### config.mk
export PLATFORM = sky130hd
export DESIGN_NAME = aneg_arbiter
export DESIGN_NICKNAME = d
export VERILOG_FILES = /design/src/aneg_pkg.sv /design/src/aneg_arbiter.sv
export SDC_FILE = /design/constraint.sdc
export NUM_CORES = 1
export LEC_CHECK = 0
export BUFFER_PORTS_ARGS = -buffer_cell sky130_fd_sc_hd__buf_4
export CORE_MARGIN = 2
export CORE_UTILIZATION = 31
export DETAILED_ROUTE_END_ITERATION = 7
export MAX_ROUTING_LAYER = met4
export PLACE_DENSITY = 0.59
export SKIP_LAST_GASP = 1
export SLEW_MARGIN = 5
export SYNTH_ARGS = -nofsm -noshare
export SYNTH_HDL_FRONTEND = slang
export SYNTH_SLANG_ARGS = --single-unit
export TNS_END_PERCENT = 30
### constraint.sdc
create_clock -name i_clk_sys -period 2 [get_ports i_clk_sys]
set_input_delay 0.4 -clock i_clk_sys [delete_from_list [all_inputs] [get_ports i_clk_sys]]
set_output_delay 0.4 -clock i_clk_sys [all_outputs]
set_load 0.05 [all_outputs]
### src/aneg_pkg.sv
// constants, types and register layout for the negotiation arbiter
package aneg_pkg;
   localparam int unsigned CLK_MHZ       = 250;
   localparam int unsigned MS_US         = 1000;
   localparam int unsigned MS_CYCLES     = CLK_MHZ * MS_US;
   localparam logic [9:0]  MIN_TEST_MS   = 10'h004;
   localparam logic [9:0]  MAX_TEST_MS   = 10'h096;
   localparam logic [9:0]  INHIBIT_MS    = 10'h280;
   localparam logic [9:0]  BREAK_MS      = 10'h03c;
   localparam logic [9:0]  LINK_MS       = 10'h032;
   localparam logic [9:0]  MS_SAT        = 10'h3ff;
   localparam logic [2:0]  ACK_COUNT     = 3'h4;
   localparam logic [4:0]  REG_BASIC     = 5'h01;
   localparam logic [4:0]  REG_EXPAND    = 5'h06;
   localparam logic [4:0]  REG_ADDR_STAT = 5'h19;
   localparam int unsigned BIT_COMPLETE  = 5;
   localparam int unsigned BIT_ABILITY   = 3;
   localparam int unsigned BIT_LINK      = 2;
   localparam int unsigned BIT_MLF       = 4;
   localparam int unsigned BIT_DUPLEX    = 7;
   localparam int unsigned BIT_SPEED10   = 6;
   localparam int unsigned W_100FD       = 8;
   localparam int unsigned W_100HD       = 7;
   localparam int unsigned W_10FD        = 6;
   localparam int unsigned W_10HD        = 5;

   typedef enum logic [4:0] {
      ST_IDLE    = 5'h01,
      ST_ABILITY = 5'h02,
      ST_ACK     = 5'h04,
      ST_CHECK   = 5'h08,
      ST_GOOD    = 5'h10
   } aneg_state_t;

   typedef struct packed {
      logic        done;
      logic        stray;
      logic [15:0] word;
   } aneg_burst_t;
endpackage

### src/aneg_arbiter.sv
// negotiation arbiter with status registers of a 10/100 physical layer
//
// Behaviour
// - link fail inhibit timer runs 640 ms from the start of the link good check, which begins 50 ms after a technology is chosen
// - minimum burst spacing timer is 4 ms; earlier bursts are still accepted
// - gap above 150 ms splits bursts into unrelated groups
// - four matching bursts set acknowledge, even when closer than 5 ms
// - a burst with a stray pulse restarts the match count
// - link good check stops bursts, ignores link until break timer ends
// - good link with valid partner signals comes well inside the inhibit time
// - software waits about three seconds before judging the outcome
// - basic status bit 5 reports negotiation complete
// - basic status bit 2 is latched low link; read again for current
// - address status bits 7:6 show duplex and 10 Mb/s speed
// - multiple link fault flag in expansion bit 4 latches until read
module aneg_arbiter #(
   parameter int unsigned MS_CYCLES = aneg_pkg::MS_CYCLES
) (
   input  wire logic                 i_clk_sys,
   input  wire logic                 i_reset_n,
   input  wire logic                 i_an_enable,
   input  wire logic                 i_an_restart,
   input  wire logic [3:0]           i_local_ability,
   input  wire aneg_pkg::aneg_burst_t i_burst,
   input  wire logic                 i_link_100,
   input  wire logic                 i_link_10,
   input  wire logic                 i_par_fault,
   input  wire logic                 i_reg_rd,
   input  wire logic [4:0]           i_reg_addr,
   output logic                      o_flp_tx_en,
   output logic                      o_ack_bit,
   output logic                      o_burst_early,
   output logic [15:0]               o_reg_rdata,
   output logic                      o_reg_rvalid
);
   aneg_pkg::aneg_state_t state;
   aneg_pkg::aneg_state_t next_state;
   logic [17:0] tick_cnt;
   logic        ms_tick;
   logic [9:0]  gap_ms;
   logic [9:0]  st_ms;
   logic [2:0]  match_cnt;
   logic [15:0] last_word;
   logic        speed10;
   logic        duplex;
   logic        link_latch;
   logic        multi_link_fault_flag;
   logic        link_now;
   logic        chosen_link;
   logic        clean_burst;
   logic        same_word;
   logic        rd_basic;
   logic        rd_expand;
   logic [3:0]  common;

   assign clean_burst = i_burst.done && !i_burst.stray;
   assign same_word   = (i_burst.word == last_word);
   assign common      = i_local_ability & i_burst.word[aneg_pkg::W_100FD:aneg_pkg::W_10HD];
   assign chosen_link = speed10 ? i_link_10 : i_link_100;
   assign link_now    = (state == aneg_pkg::ST_GOOD) && chosen_link;
   assign rd_basic    = i_reg_rd && (i_reg_addr == aneg_pkg::REG_BASIC);
   assign rd_expand   = i_reg_rd && (i_reg_addr == aneg_pkg::REG_EXPAND);
   assign o_flp_tx_en = (state == aneg_pkg::ST_ABILITY) || (state == aneg_pkg::ST_ACK);
   assign ms_tick     = (tick_cnt == 18'(MS_CYCLES - 1));

   always_ff @(posedge i_clk_sys or negedge i_reset_n) begin
      if (!i_reset_n) begin
         tick_cnt <= 18'h00000;
      end else if (ms_tick) begin
         tick_cnt <= 18'h00000;
      end else begin
         tick_cnt <= tick_cnt + 18'h00001;
      end
   end

   always_ff @(posedge i_clk_sys or negedge i_reset_n) begin
      if (!i_reset_n) begin
         gap_ms <= aneg_pkg::MS_SAT;
      end else if (i_burst.done) begin
         gap_ms <= 10'h000;
      end else if (ms_tick && gap_ms != aneg_pkg::MS_SAT) begin
         gap_ms <= gap_ms + 10'h001;
      end
   end

   always_ff @(posedge i_clk_sys or negedge i_reset_n) begin
      if (!i_reset_n) begin
         st_ms <= 10'h000;
      end else if (next_state != state) begin
         st_ms <= 10'h000;
      end else if (ms_tick && st_ms != aneg_pkg::MS_SAT) begin
         st_ms <= st_ms + 10'h001;
      end
   end

   // early bursts are flagged but never rejected
   always_ff @(posedge i_clk_sys or negedge i_reset_n) begin
      if (!i_reset_n) begin
         o_burst_early <= 1'b0;
      end else begin
         o_burst_early <= i_burst.done && (gap_ms < aneg_pkg::MIN_TEST_MS);
      end
   end

   always_ff @(posedge i_clk_sys or negedge i_reset_n) begin
      if (!i_reset_n) begin
         match_cnt <= 3'h0;
         last_word <= 16'h0000;
      end else if (state != aneg_pkg::ST_ABILITY || i_an_restart) begin
         match_cnt <= 3'h0;
      end else if (i_burst.done) begin
         last_word <= i_burst.word;
         if (i_burst.stray) begin
            match_cnt <= 3'h0;
         end else if (gap_ms > aneg_pkg::MAX_TEST_MS) begin
            match_cnt <= 3'h1;
         end else if (!same_word) begin
            match_cnt <= 3'h1;
         end else if (match_cnt != aneg_pkg::ACK_COUNT) begin
            match_cnt <= match_cnt + 3'h1;
         end
      end
   end

   always_comb begin
      next_state = state;
      case (state)
         aneg_pkg::ST_IDLE: begin
            if (i_an_enable) begin
               next_state = aneg_pkg::ST_ABILITY;
            end
         end
         aneg_pkg::ST_ABILITY: begin
            if (clean_burst && same_word && gap_ms <= aneg_pkg::MAX_TEST_MS
                && match_cnt == aneg_pkg::ACK_COUNT - 3'h1) begin
               next_state = aneg_pkg::ST_ACK;
            end
         end
         aneg_pkg::ST_ACK: begin
            if (st_ms >= aneg_pkg::LINK_MS) begin
               next_state = aneg_pkg::ST_CHECK;
            end
         end
         aneg_pkg::ST_CHECK: begin
            if (st_ms >= aneg_pkg::BREAK_MS && chosen_link) begin
               next_state = aneg_pkg::ST_GOOD;
            end else if (st_ms >= aneg_pkg::INHIBIT_MS) begin
               next_state = aneg_pkg::ST_ABILITY;
            end
         end
         aneg_pkg::ST_GOOD: begin
            if (!chosen_link) begin
               next_state = aneg_pkg::ST_ABILITY;
            end
         end
         default: begin
            next_state = aneg_pkg::ST_IDLE;
         end
      endcase
      if (!i_an_enable) begin
         next_state = aneg_pkg::ST_IDLE;
      end else if (i_an_restart) begin
         next_state = aneg_pkg::ST_ABILITY;
      end
   end

   always_ff @(posedge i_clk_sys or negedge i_reset_n) begin
      if (!i_reset_n) begin
         state <= aneg_pkg::ST_IDLE;
      end else begin
         state <= next_state;
      end
   end

   always_ff @(posedge i_clk_sys or negedge i_reset_n) begin
      if (!i_reset_n) begin
         o_ack_bit <= 1'b0;
         speed10   <= 1'b0;
         duplex    <= 1'b0;
      end else if (state == aneg_pkg::ST_ABILITY && next_state == aneg_pkg::ST_ACK) begin
         o_ack_bit <= 1'b1;
         speed10   <= !(common[3] || common[2]);
         duplex    <= common[3] || (!common[2] && common[1]);
      end else if (next_state == aneg_pkg::ST_ABILITY || next_state == aneg_pkg::ST_IDLE) begin
         o_ack_bit <= 1'b0;
      end
   end

   // latched low link: a failure wins over the read that refreshes it
   always_ff @(posedge i_clk_sys or negedge i_reset_n) begin
      if (!i_reset_n) begin
         link_latch <= 1'b0;
      end else if (!link_now) begin
         link_latch <= 1'b0;
      end else if (rd_basic) begin
         link_latch <= 1'b1;
      end
   end

   // fault flag: a new fault wins over the clearing read
   always_ff @(posedge i_clk_sys or negedge i_reset_n) begin
      if (!i_reset_n) begin
         multi_link_fault_flag <= 1'b0;
      end else if (i_par_fault) begin
         multi_link_fault_flag <= 1'b1;
      end else if (rd_expand) begin
         multi_link_fault_flag <= 1'b0;
      end
   end

   always_ff @(posedge i_clk_sys or negedge i_reset_n) begin
      if (!i_reset_n) begin
         o_reg_rdata  <= 16'h0000;
         o_reg_rvalid <= 1'b0;
      end else begin
         o_reg_rvalid <= i_reg_rd;
         o_reg_rdata  <= 16'h0000;
         if (i_reg_rd) begin
            case (i_reg_addr)
               aneg_pkg::REG_BASIC: begin
                  o_reg_rdata[aneg_pkg::BIT_COMPLETE] <= (state == aneg_pkg::ST_GOOD);
                  o_reg_rdata[aneg_pkg::BIT_ABILITY]  <= 1'b1;
                  o_reg_rdata[aneg_pkg::BIT_LINK]     <= link_latch;
               end
               aneg_pkg::REG_EXPAND: begin
                  o_reg_rdata[aneg_pkg::BIT_MLF] <= multi_link_fault_flag;
               end
               aneg_pkg::REG_ADDR_STAT: begin
                  o_reg_rdata[aneg_pkg::BIT_DUPLEX]  <= link_now && duplex;
                  o_reg_rdata[aneg_pkg::BIT_SPEED10] <= link_now && speed10;
               end
               default: begin
                  o_reg_rdata <= 16'h0000;
               end
            endcase
         end
      end
   end
endmodule

After elaboration in Yosys (flattened, before gate mapping)
Index checks and enable logic that the tools add are counted.
{ "word_totals": {"inputBits": 35, "wordCells": 108, "out_inout_bits": 20, "ff_bits": 85} }
{ "op_classes": {"n_reduce_logical": 30, "eq_ne": 21, "add_sub_neg": 4, "mux": 31, "bitwise": 2, "order_cmp": 6} }
{ "ops": {"columns": ["operator", "n"], "rows": [
  ["$mux W10", 4],
  ["$mux W5", 7],
  ["$pmux W5 S5", 1],
  ["$add A10 B1 Y10 const B", 2],
  ["$ge A10 B6 Y1 const B", 2],
  ["$ne A10 B10 Y1 const B", 2],
  ["$add A18 B1 Y18 const B", 1],
  ["$eq A18 B18 Y1 const B", 1],
  ["$mux W18", 1],
  ["$mux W3", 6],
  ["$eq A16 B16 Y1", 1],
  ["$eq A5 B1 Y1 const B", 3],
  ["$eq A5 B3 Y1 const B", 3],
  ["$logic_and A1 B1 Y1", 15],
  ["$eq A5 B2 Y1 const B", 2],
  ["$eq A5 B5 Y1 const B", 2],
  ["$ge A10 B10 Y1 const B", 1],
  ["$gt A10 B8 Y1 const B", 1],
  ["$le A10 B8 Y1 const B", 1],
  ["$lt A10 B3 Y1 const B", 1],
  ["$ne A5 B2 Y1 const B", 2],
  ["$reduce_bool A2 Y1", 5],
  ["$mux W1", 9],
  ["$mux W8", 1],
  ["12 further kinds", 20]
]} }

Depth between registers and ports, before layout
Gate-level depths: netlist of the first run.
{ "depth": {"depth_word": 13, "depth_mapped": 8, "mapped_depth_nobuf": 8} }

Worst setup path after synthesis of the first run
No wires, ideal clock.
{ "synth_timing": {"kind": "flip-flop to flip-flop", "from": "reg st_ms[0]", "to": "reg st_ms[0]", "required_ns": 1.912, "setup_ns": 0.088, "arrival_ns": 2.014, "period_less_slack_ns": 2.101, "path_slack_ns": -0.101, "path_buffers": 0, "path_stages_with_launch": 9, "cell_sequence": "dfrtp_1 -> inv_1 -> ha_1 -> or4_1 -> a31oi_1 -> o221ai_1 -> nor3_1 -> o221ai_2 -> nor3_1"} }
{ "synth_between": {"elab_chain_len": 8, "word_cells_on_any_way": 17, "classes_between": "add/sub: 1; order compare: 3; eq/ne: 2; mux: 8; reduce/logical: 3"} }
{ "synth_lines": {"columns": ["element", "line", "text"], "rows": [
  ["from (decl)", "aneg_arbiter.sv:41", "logic [9:0] st_ms;"],
  ["from (signal assigned)", "aneg_arbiter.sv:92", "st_ms <= st_ms + 10'h001;"],
  ["$ge A10 B10 Y1 or $ge A10 B6 Y1 (tied branches)", "aneg_arbiter.sv:147, aneg_arbiter.sv:145", null],
  ["$mux W5 or $logic_and A1 B1 Y1 (tied branches)", "aneg_arbiter.sv:147, aneg_arbiter.sv:145", null],
  ["$mux W5", "aneg_arbiter.sv:145", "if (st_ms >= aneg_pkg::BREAK_MS && chosen_link) begin"],
  ["$pmux W5 S5", "aneg_arbiter.sv:127", "case (state)"],
  ["$mux W5", "aneg_arbiter.sv:162", "end else if (i_an_restart) begin"],
  ["$mux W5", "aneg_arbiter.sv:160", "if (!i_an_enable) begin"],
  ["$ne A5 B5 Y1", "aneg_arbiter.sv:89", "end else if (next_state != state) begin"],
  ["$mux W10 or $reduce_bool A2 Y1 (tied branches)", null, null]
]} }
Parallel ways exist; a longest one is shown, timed or not. The select of a mux whose other input is x is not followed.
A chain may end at the register's enable or synchronous reset.

Final worst setup path of the first run
{ "layout_timing": {"from": "reg st_ms[1]", "to": "reg st_ms[1]"} }
Same word-level chain as after synthesis.

==> results of run 1 <==
## metal layers
layer | vias to the layer above | routed length [microns] | share of wire [%]
met3 | 11 | 343 | 3.5
met5 | - | 0 | 0
met2 | 62 | 5034 | 52
met1 | 1661 | 4216 | 43
li1 | 1648 | - | -
met4 | 0 | 151 | 1.5
## flip-flops by register name, indices dropped and copies added (netlist names), 3 cells and up
signal and count:
st_ms 10, last_word 16, match_cnt 3, tick_cnt 18, state 5, gap_ms 10, o_reg_rdata 6
## timing repair
item	CTS	global route
hold buffers	1	0
cloned	2	0
hold endpoints to repair	24	0
setup endpoints to repair	26	46
gates resized for setup	24	25
pin swaps	21	19
setup buffers	6	5
## where the power goes
part / internal, W / switching (W) / leakage [nW]
clock network: 0.00103 / 0.000603 / 0.147
registers: 0.00170 / 0.000132 / 0.947
logic: 0.000486 / 0.000458 / 1.33
total: 0.00322 / 0.00119 / 2.42
## layout make-up
type                    instances  share of cell area [%]
multi-input cells             308                   40.77
flip-flops and latches         75                   33.75
repair buffers                114                   15.85
clock buffers                  14                   4.704
well taps                     172                   3.834
clock inverters                 2                  0.6242
inverters                       7                  0.4681
## cells in the final DEF (no fill, tap or decap), types with 3 or more instances in the layout
master | Yosys | routed
buf_4 | 10 | 108
dfrtp_1 | 64 | 61
nor2_1 | 34 | 33
nand2_1 | 33 | 31
xnor2_1 | 25 | 25
xor2_1 | 21 | 21
mux2_2 | 18 | 16
nand3_1 | 15 | 15
nand4_1 | 15 | 15
and3_1 | 12 | 12
nor3_2 | 0 | 12
a21oi_1 | 11 | 11
dfstp_2 | 11 | 11
o21ai_0 | 10 | 10
conb_1 | 1 | 10
clkbuf_16 | 0 | 9
ha_1 | 8 | 7
inv_1 | 7 | 6
nor3_1 | 18 | 6
or3_1 | 7 | 6
and2_1 | 7 | 6
nor2b_1 | 5 | 5
or4_4 | 1 | 4
nand4b_1 | 4 | 4
or2_2 | 3 | 3
a31oi_1 | 4 | 3
nand2b_1 | 3 | 3
clkbuf_1 | 12 | 3
buf_6 | 0 | 3
dfrtp_2 | 0 | 3
## path summary, 6_finish.rpt
kind / from / endpoint / cells past startpoint
worst max-delay path: st_ms[1]$_DFFE_PN0P_ / st_ms[1]$_DFFE_PN0P_ / 9
worst min-delay path: i_reg_rd / o_reg_rvalid$_DFF_PN0_ / 1
worst max register to register: st_ms[1]$_DFFE_PN0P_ / st_ms[1]$_DFFE_PN0P_ / 9
worst min register to register: tick_cnt[0]$_DFF_PN0_ / tick_cnt[0]$_DFF_PN0_ / 1
max in group asynchronous: i_reset_n / gap_ms[5]$_DFFE_PN1P_ / 3
min in group asynchronous: i_reset_n / tick_cnt[5]$_DFF_PN0_ / 2
## metrics by stage
stage	cell area (sq um)	instances	power [W]	utilization, %
5_1_grt	5613	692	0.004635	44.30
6_report	5613	692	0.004410	44.30
3_5_place_dp	4951	662	0.002633	39.07
3_3_place_gp	4951	662	0.002605	39.07
2_1_floorplan	4083	411	0.002356	-
4_1_cts	5464	687	0.004396	43.12
## cells in the mapped netlist (8+ instances only)
library cell | instances | area (sq um)
dfrtp_1 | 64 | 1602
buf_4 | 10 | 75.07
clkbuf_1 | 12 | 45.04
nor3_1 | 18 | 90.09
dfstp_2 | 11 | 289.0
a21oi_1 | 11 | 55.05
and3_1 | 12 | 75.07
ha_1 | 8 | 100.1
nand3_1 | 15 | 75.07
nand4_1 | 15 | 93.84
o21ai_0 | 10 | 50.05
xnor2_1 | 25 | 219.0
xor2_1 | 21 | 183.9
mux2_2 | 18 | 202.7
nor2_1 | 34 | 127.6
nand2_1 | 33 | 123.9
## logic make-up (layout without fill, tap and decap cells)
logic type | Yosys count | count (layout)
AND/OR/NAND/NOR | 175 | 175
flip-flops | 75 | 75
AO/OA/AOI/OAI | 47 | 49
XOR/XNOR | 46 | 46
buffers and inverters | 30 | 137
multiplexers | 20 | 20
adder cells (fa/ha/maj) | 8 | 8
other | 1 | 10
## critical path, cell delays in order, from the launching register on
cell      delay [ns]
dfrtp_1         0.41
ha_2            0.18
or4_4           0.43
a31oi_4         0.20
buf_6           0.13
a32oi_2         0.10
a211oi_2        0.18
buf_4           0.18
o21ai_4         0.10
nor3_2          0.18
==> flow_metrics.py, run 1 <==
metrics = {
    "final_layout": {
        "multi_input_comb_area_sq_mm": 0.002288,
        "seqCellArea_sq_mm": 0.001894,
        "fin_nets": 558,
        "num_antenna_cells": 0,
        "drive_above_1_share_pct": 39.04,
        "areaGrowthSynthToFinish_pct": 39.06,
        "fillers": 1217,
    },
    "global_routing": {
        "antenna_found_initial": 0,
        "grt_util_met1_pct": 17.60,
        "grt_max_degree": 31,
        "met2_usage_pct": 25.36,
        "grt_use_total_pct": 15.08,
        "grt_pass1_vias": 3402,
        "overflow": 0,
        "grt_pass1_wl_mm": 16.50,
        "top_usage_layer": "met2",
        "grtUsageMet3_pct": 3.973,
    },
    "pwr": {
        "powerDensity_mw_per_mm2": 785.7,
        "ir_drop_v": 0.0004285,
        "leakagePower_nw": 2.424,
    },
    "timing": {
        "fin_crit_sh_pct": 108.7,
        "finalWorstSetupSlack_ns": -0.1741,
        "rsz0062_at_grt": "true",
        "tightest_slew_ns": 0.5447,
        "max_freq_mhz": 460.0,
        "setup_viol_count_final": 14,
        "tns_ns": -1.514,
        "maxSlewHeadroom_pct": 62.64,
        "final_hold_viol_count": 0,
        "holdWs_ns": 0.1866,
        "drv_slew": 0,
        "min_period_ns": 2.174,
        "skew_ns": 0.004261,
    },
    "setup_path": {
        "startpoint_type": "register",
        "crit_fanout": 5,
        "worstPathRequired_ns": 2.26,
        "r2r_slack_ns": -0.17,
        "critPathArrivalTime_ns": 2.43,
        "end_kind": "register",
        "worstSetupPathType": "register to register",
    },
    "logic_synthesis": {
        "async_flop_share_pct": 100.0,
        "synth_edf_count": 0,
        "synth_mux_area_share_pct": 5.518,
        "synth-adder-area-share_pct": 2.480,
        "ys_ff_latch": 75,
        "synth-simple-area-share_pct": 23.56,
        "ys.warnings.count": 0,
        "synth-seq-area-share_pct": 46.84,
        "synth_top_family_by_area": "simple AND/OR/NAND/NOR gates",
        "avgSynthCellArea_sq_um": 10.04,
        "synthFlopType": "dfrtp_1",
        "synth_area_sq_mm": 0.004036,
        "syn_inst": 402,
        "synth-compound-area-share_pct": 7.781,
        "synth_xor_xnor_area_share_pct": 9.981,
        "yosysUniqueCellTypes": 54,
    },
    "cts": {
        "htreeDepth": 3,
        "clock-root-buffer": "clkbuf_16",
        "cts_max_path_buffers": 2,
        "cts.clk_slew.worst_paths_ns": 0.06,
        "cts_tree": "built",
        "clkLatencyLatePin_ns": 0.34,
        "clock-sinks": 75,
        "cts_made_buffers": 9,
    },
    "status": {
        "status": "finished with violations",
        "violations": "negative setup slack",
    },
    "die": {
        "die-height_microns": 118.1,
        "rows": 41,
        "die-area_sq_mm": 0.01395,
        "io_pins": 55,
        "core_area_sq_mm": 0.01267,
        "die_w_microns": 118.1,
        "start_util_pct": 31.86,
    },
    "place": {
        "portBuffers": 43,
        "gp_congestion": 0.8702,
        "dp_hpwl_mm": 6.670,
        "post-place-ws_ns": -0.2485,
    },
    "hold_path": {
        "hp-class": "input port to register",
    },
    "drt": {
        "ant_nets": 0,
        "viasPerCell": 4.887,
        "wl_per_cell_microns": 14.09,
        "vias": 3382,
        "drc": 0,
        "drtIter0Drc": 167,
        "drt_wl_total_mm": 9.747,
        "first_pass_iters": 4,
    },
    "job": {
        "drv_cap": 0,
    },
}
Power figures use the tool's default switching activity.
==> run 2, diff against run 1 <==
- ABC_AREA: default -> 1
==> flow_metrics.py, run 2 <==
metrics = {
    "logic_synthesis": {
        "yosysMostFrequentCell": "nand2_1",
        "synth_common_cells": "105 x nand2_1, 83 x inv_1, 64 x dfrtp_1, 41 x nor2_1, 36 x nand3_1",
        "avgSynthCellArea_sq_um": 8.042,
        "synth-seq-area-share_pct": 44.86,
        "ys_ff_latch": 75,
        "syn_inst": 524,
        "synth.largest_area_cell": "dfrtp_1",
        "synthTopCellsByArea": "dfrtp_1 38%, nand2_1 9.4%, inv_1 7.4%",
        "async_flop_share_pct": 100.0,
        "synth_top_area_share_pct": 38.00,
        "ys.warnings.count": 0,
        "synthFlopType": "dfrtp_1",
        "synth_edf_count": 0,
        "synth_area_sq_mm": 0.004214,
        "yosysUniqueCellTypes": 43,
    },
    "drt": {
        "drtIter0Drc": 173,
        "vias": 3609,
        "drt_wl_total_mm": 9.350,
        "first_pass_iters": 4,
        "drc": 0,
        "ant_nets": 0,
        "wl_per_cell_microns": 11.79,
        "viasPerCell": 4.551,
    },
    "setup_path": {
        "worstSetupPathType": "register to register",
        "startpoint_type": "register",
        "crit_family": "simple AND/OR/NAND/NOR gates",
        "r2r_slack_ns": -0.009,
        "reg2reg_to": "st_ms[9]$_DFFE_PN0P_",
        "max_stage_delay_ns": 0.44,
        "worstPathCellList": "inv_2, buf_4, nand4_1, nand3_2, nor2_2, nor2_4, nand3_2, a21oi_2, nand3_2, nor2_4, nand2_4, nor2_2",
        "critPathBufInv": 2,
        "critPathArrivalTime_ns": 2.28,
        "r2r_start": "state[4]$_DFF_PN0_",
        "r2r_cells": 12,
        "crit_fanout": 5,
        "cp_common_cell": "nand3_2",
        "end_kind": "register",
        "crit_slowest_cell": "dfrtp_2",
        "worstPathRequired_ns": 2.27,
    },
    "final_layout": {
        "fillers": 1299,
        "largestRegisters": "tick_cnt: 18 flops, last_word: 16 flops",
        "drive_above_1_share_pct": 32.41,
        "top_register": "tick_cnt",
        "fin_nets": 655,
        "num_antenna_cells": 0,
        "areaGrowthSynthToFinish_pct": 31.83,
        "seqCellArea_sq_mm": 0.001894,
        "fin_util_pct": 41.95,
        "final_common_cell": "nand2_1",
        "layout_common_cells": "96 x nand2_1, 77 x buf_4, 75 x inv_1",
        "multi_input_comb_area_sq_mm": 0.002135,
        "largest_reg_flops": 18,
    },
    "timing": {
        "max_freq_mhz": 497.8,
        "tightest_slew_ns": 0.5666,
        "finalWorstSetupSlack_ns": -0.008894,
        "setup_viol_count_final": 4,
        "min_period_ns": 2.009,
        "skew_ns": 0.004763,
        "fin_crit_sh_pct": 100.4,
        "maxSlewHeadroom_pct": 62.23,
        "final_hold_viol_count": 0,
        "tns_ns": -0.02638,
        "rsz0062_at_grt": "true",
        "drv_slew": 0,
    },
    "place": {
        "gp_congestion": 0.8834,
        "portBuffers": 43,
        "dp_hpwl_mm": 6.552,
    },
    "die": {
        "core_area_sq_mm": 0.01324,
        "die_w_microns": 120.6,
        "die-height_microns": 120.6,
        "io_pins": 55,
        "start_util_pct": 31.82,
        "die-area_sq_mm": 0.01454,
        "rows": 42,
    },
    "pwr": {
        "powerDensity_mw_per_mm2": 729.7,
        "ir_drop_v": 0.0003611,
        "leakagePower_nw": 2.574,
    },
    "global_routing": {
        "grt_pass1_wl_mm": 15.23,
        "grt_max_degree": 41,
        "overflow": 0,
        "antenna_found_initial": 0,
        "grt_pass1_vias": 3421,
        "grt_use_total_pct": 13.42,
    },
    "cts": {
        "htreeDepth": 3,
        "cts_max_path_buffers": 2,
        "clock-root-buffer": "clkbuf_16",
        "ctsHoldBuffers": 0,
        "clkLatencyLatePin_ns": 0.34,
        "cts_made_buffers": 9,
        "cts_tree": "built",
        "cts.clk_slew.worst_paths_ns": 0.06,
        "clock-sinks": 75,
    },
    "hold_path": {
        "hp-class": "input port to async pin",
    },
    "status": {
        "status": "finished with violations",
        "violations": "negative setup slack",
    },
    "job": {
        "drv_cap": 0,
    },
}
==> run 2: cell types whose count changed after synthesis, moves of 9 or more <==
cell	before	now
xnor2_1	25	10
mux2_2	18	9
and3_1	12	0
clkbuf_1	12	2
o21ai_0	10	29
nand2_1	33	105
nor2_2	0	15
nand3_1	15	36
inv_1	7	83
==> run 2: worst max-delay path by stage <==
stage,endpoint,from,cells after the start
finish,st_ms[9]$_DFFE_PN0P_,state[4]$_DFF_PN0_,12
global route,st_ms[9]$_DFFE_PN0P_,gap_ms[2]$_DFFE_PN1P_,14
CTS,st_ms[7]$_DFFE_PN0P_,gap_ms[2]$_DFFE_PN1P_,13
detailed placement,st_ms[4]$_DFFE_PN0P_,i_burst[5],15
global placement,st_ms[1]$_DFFE_PN0P_,i_burst[5],15
floorplan,st_ms[0]$_DFFE_PN0P_,state[1]$_DFF_PN0_,11
==> run 2: stage by stage <==
stage | worst slack (ns) | hold WS (ns) | cell area, sq um | total power [W] | cells
3_3_place_gp | -0.02221 | 0.4363 | 4878 | 0.002241 | 758
3_5_place_dp | -0.06683 | 0.4372 | 4878 | 0.002262 | 758
5_1_grt | -0.1425 | 0.09586 | 5555 | 0.004237 | 793
2_1_floorplan | 0.07836 | 0.1044 | 4255 | 0.002085 | 533
4_1_cts | 0.01079 | 0.07328 | 5207 | 0.004059 | 774
6_report | -0.008894 | 0.05570 | 5555 | 0.004054 | 793
==> run 2: what timing repair did <==
item,in CTS,in global routing
setup endpoints to repair,0,36
setup buffers,0,18
resized for setup,0,63
==> run 2: kinds of logic (layout without fill, tap and decap cells) <==
| family | count (synthesis) | in the layout | share of synthesized area (%) |
|---|---|---|---|
| AO/OA/AOI/OAI | 58 | 58 | 7.750 |
| XOR/XNOR | 24 | 24 | 4.988 |
| adder cells (fa/ha/maj) | 8 | 8 | 2.375 |
| buffers and inverters | 105 | 188 | 10.27 |
| flip-flops | 75 | 75 | 44.86 |
| multiplexers | 10 | 10 | 2.643 |
| other | 1 | 10 | 0.08899 |
| AND/OR/NAND/NOR | 243 | 244 | 27.02 |
==> run 2: per-layer routing <==
metal | wire, microns | track usage [%] | vias to the layer above
li1 | - | - | 1822
met1 | 4221 | 16.47 | 1714
met2 | 4543 | 21.01 | 55
met3 | 349 | 2.689 | 18
met4 | 235 | 6.977 | 0
met5 | 0 | - | -
==> run 2: power breakdown <==
group          total (W)  switching (W)  internal (W)  leakage, nW
clock            0.00178       0.000625       0.00116        0.159
sequential       0.00170      0.0000740       0.00163        0.945
combinational   0.000568       0.000322      0.000246         1.47
total            0.00405        0.00102       0.00303         2.57
==> run 2: worst reg2reg max path, cell delays in order, from the launching register on <==
cell     delay, ns
dfrtp_2       0.44
inv_2         0.14
buf_4         0.13
nand4_1       0.12
nand3_2       0.10
nor2_2        0.05
nor2_4        0.14
nand3_2       0.11
a21oi_2       0.17
nand3_2       0.11
nor2_4        0.20
nand2_4       0.12
nor2_2        0.11
==> run 2: area by class of cell <==
type                            instances  share of cell area, %
Clock inverter                          4                  1.306
Timing Repair Buffer                   80                  11.33
Tap cell                              176                  3.964
Multi-Input combinational cell        354                  38.42
Clock buffer                           12                  4.617
Inverter                               92                  6.261
Sequential cell                        75                  34.10
==> run 3, diff against run 2 <==
- PLACE_DENSITY: 0.59 -> default
- PLACE_DENSITY_LB_ADDON: default -> 0.1
==> flow_metrics.py, run 3 (synthesis results as in run 2) <==
metrics = {
    "final_layout": {
        "final_common_cell": "nand2_1",
        "drive_above_1_share_pct": 31.75,
        "layout_common_cells": "97 x nand2_1, 92 x buf_4, 78 x inv_1",
        "num_antenna_cells": 0,
        "areaGrowthSynthToFinish_pct": 33.19,
        "fin_nets": 668,
        "largestRegisters": "tick_cnt: 18 flops, last_word: 16 flops",
        "fin_util_pct": 42.38,
        "top_register": "tick_cnt",
        "largest_reg_flops": 18,
    },
    "place": {
        "gp_congestion": 0.8215,
        "portBuffers": 43,
        "dp_hpwl_mm": 6.936,
    },
    "global_routing": {
        "overflow": 0,
        "top_usage_layer": "met2",
        "grtUsageMet3_pct": 3.915,
        "grt_use_total_pct": 13.95,
        "grt_max_degree": 32,
        "met2_usage_pct": 22.00,
        "grt_pass1_vias": 3417,
        "grt_util_met1_pct": 17.70,
        "antenna_found_initial": 0,
        "grt_pass1_wl_mm": 15.70,
    },
    "die": {
        "core_area_sq_mm": 0.01324,
        "rows": 42,
        "io_pins": 55,
        "die_w_microns": 120.6,
        "die-height_microns": 120.6,
        "die-area_sq_mm": 0.01454,
        "start_util_pct": 31.82,
    },
    "setup_path": {
        "critPathArrivalTime_ns": 2.20,
        "crit_fanout": 5,
        "r2r_start": "speed10$_DFFE_PN0P_",
        "crit_slowest_cell": "dfrtp_1",
        "max_stage_delay_ns": 0.42,
        "startpoint_type": "register",
        "r2r_slack_ns": 0.07,
        "worstPathRequired_ns": 2.27,
        "worstPathCellList": "o21ai_2, buf_4, nor2_4, buf_4, nor2_2, nand3_1, nand3_2, clkinv_1, nand3_1, nand3_2, nor2_4, nand2_4, nor2_2",
        "crit_family": "simple AND/OR/NAND/NOR gates",
        "r2r_cells": 13,
        "worstSetupPathType": "register to register",
        "end_kind": "register",
        "reg2reg_to": "st_ms[1]$_DFFE_PN0P_",
        "critPathBufInv": 3,
    },
    "drt": {
        "drc": 0,
        "drt_wl_total_mm": 9.383,
        "first_pass_iters": 4,
        "ant_nets": 0,
        "wl_per_cell_microns": 11.64,
        "viasPerCell": 4.402,
        "vias": 3548,
        "drtIter0Drc": 141,
    },
    "cts": {
        "clock-root-buffer": "clkbuf_16",
        "htreeDepth": 3,
        "clkLatencyLatePin_ns": 0.34,
        "cts_tree": "built",
        "cts_max_path_buffers": 2,
        "cts.clk_slew.worst_paths_ns": 0.06,
        "ctsHoldBuffers": 0,
        "cts_made_buffers": 9,
        "clock-sinks": 75,
    },
    "timing": {
        "skew_ns": 0.007288,
        "holdWs_ns": -0.005270,
        "setup_viol_count_final": 0,
        "tns_ns": 0,
        "min_period_ns": 1.928,
        "drv_slew": 0,
        "final_hold_viol_count": 6,
        "fin_crit_sh_pct": 96.38,
        "rsz0062_at_grt": "true",
        "max_freq_mhz": 518.8,
    },
    "status": {
        "status": "finished with violations",
        "violations": "negative hold slack",
    },
    "hold_path": {
        "hp-class": "input port to async pin",
    },
    "pwr": {
        "leakagePower_nw": 2.645,
        "powerDensity_mw_per_mm2": 738.0,
        "ir_drop_v": 0.0004824,
    },
    "job": {
        "drv_cap": 0,
    },
}
-- run 3: changes by cell type in the layout (fill, tap and decap cells not counted), sizes merged --
cell and delta:
buf +13, bufinv +1, clkbuf -1, clkinv +1, clkinvlp -1
-- run 3: worst max path at each step --
| stage | startpoint | to | cells past startpoint |
|---|---|---|---|
| 6_report | speed10$_DFFE_PN0P_ | st_ms[1]$_DFFE_PN0P_ | 13 |
| 5_1_grt | state[2]$_DFF_PN0_ | st_ms[1]$_DFFE_PN0P_ | 13 |
| 4_1_cts | state[3]$_DFF_PN0_ | st_ms[1]$_DFFE_PN0P_ | 13 |
| 3_5_place_dp | i_burst[1] | st_ms[4]$_DFFE_PN0P_ | 17 |
| 3_3_place_gp | i_burst[1] | st_ms[1]$_DFFE_PN0P_ | 17 |
| 2_1_floorplan | state[1]$_DFF_PN0_ | st_ms[0]$_DFFE_PN0P_ | 11 |
-- run 3: stage by stage --
step / setup WS (ns) / total power (W) / cells / hold slack [ns] / cell area [sq um]
4_1_cts: 0.007865 / 0.004195 / 791 / 0.002523 / 5356
2_1_floorplan: 0.07836 / 0.002085 / 533 / 0.1044 / 4255
6_report: 0.07246 / 0.004142 / 806 / -0.005270 / 5613
3_5_place_dp: -0.1408 / 0.002274 / 775 / 0.3693 / 4994
5_1_grt: -0.1009 / 0.004371 / 806 / 0.02605 / 5613
3_3_place_gp: -0.1110 / 0.002264 / 775 / 0.3758 / 4994
-- run 3: what timing repair did --
item                                    4_1_cts  5_1_grt
pin swaps                                     0       17
gates resized for setup                       6       42
gates cloned                                  0        1
buffers inserted                              0       14
endpoints found under the setup margin       11       34
-- run 3: routing by layer --
| layer | up-vias | wire [microns] |
|---|---|---|
| met4 | 0 | 114 |
| met3 | 10 | 360 |
| met1 | 1637 | 4400 |
| li1 | 1854 | - |
| met5 | - | 0 |
| met2 | 47 | 4507 |
-- run 3: cell type report --
class,instances,area (sq um)
Clock buffer,11,242.7
Clock inverter,5,100.1
Fill cell,1367,7630
Inverter,92,347.8
Multi-Input combinational cell,354,2097
Sequential cell,75,1894
Tap cell,176,220.2
Timing Repair Buffer,93,710.7
-- run 3: where the power goes --
group | switching [W] | total (W) | leakage, nW | internal [W]
Clock | 0.000628 | 0.00188 | 0.169 | 0.00125
Combinational | 0.000317 | 0.000565 | 1.53 | 0.000248
Sequential | 0.0000722 | 0.00170 | 0.945 | 0.00163
-- run 3: worst reg2reg max path, delay by kind of cell (launching register included) --
kind | cells | cell delay (ns)
AND/OR/NAND/NOR | 9 | 0.90
flip-flops | 1 | 0.42
AO/OA/AOI/OAI | 1 | 0.19
buffers and inverters | 3 | 0.35
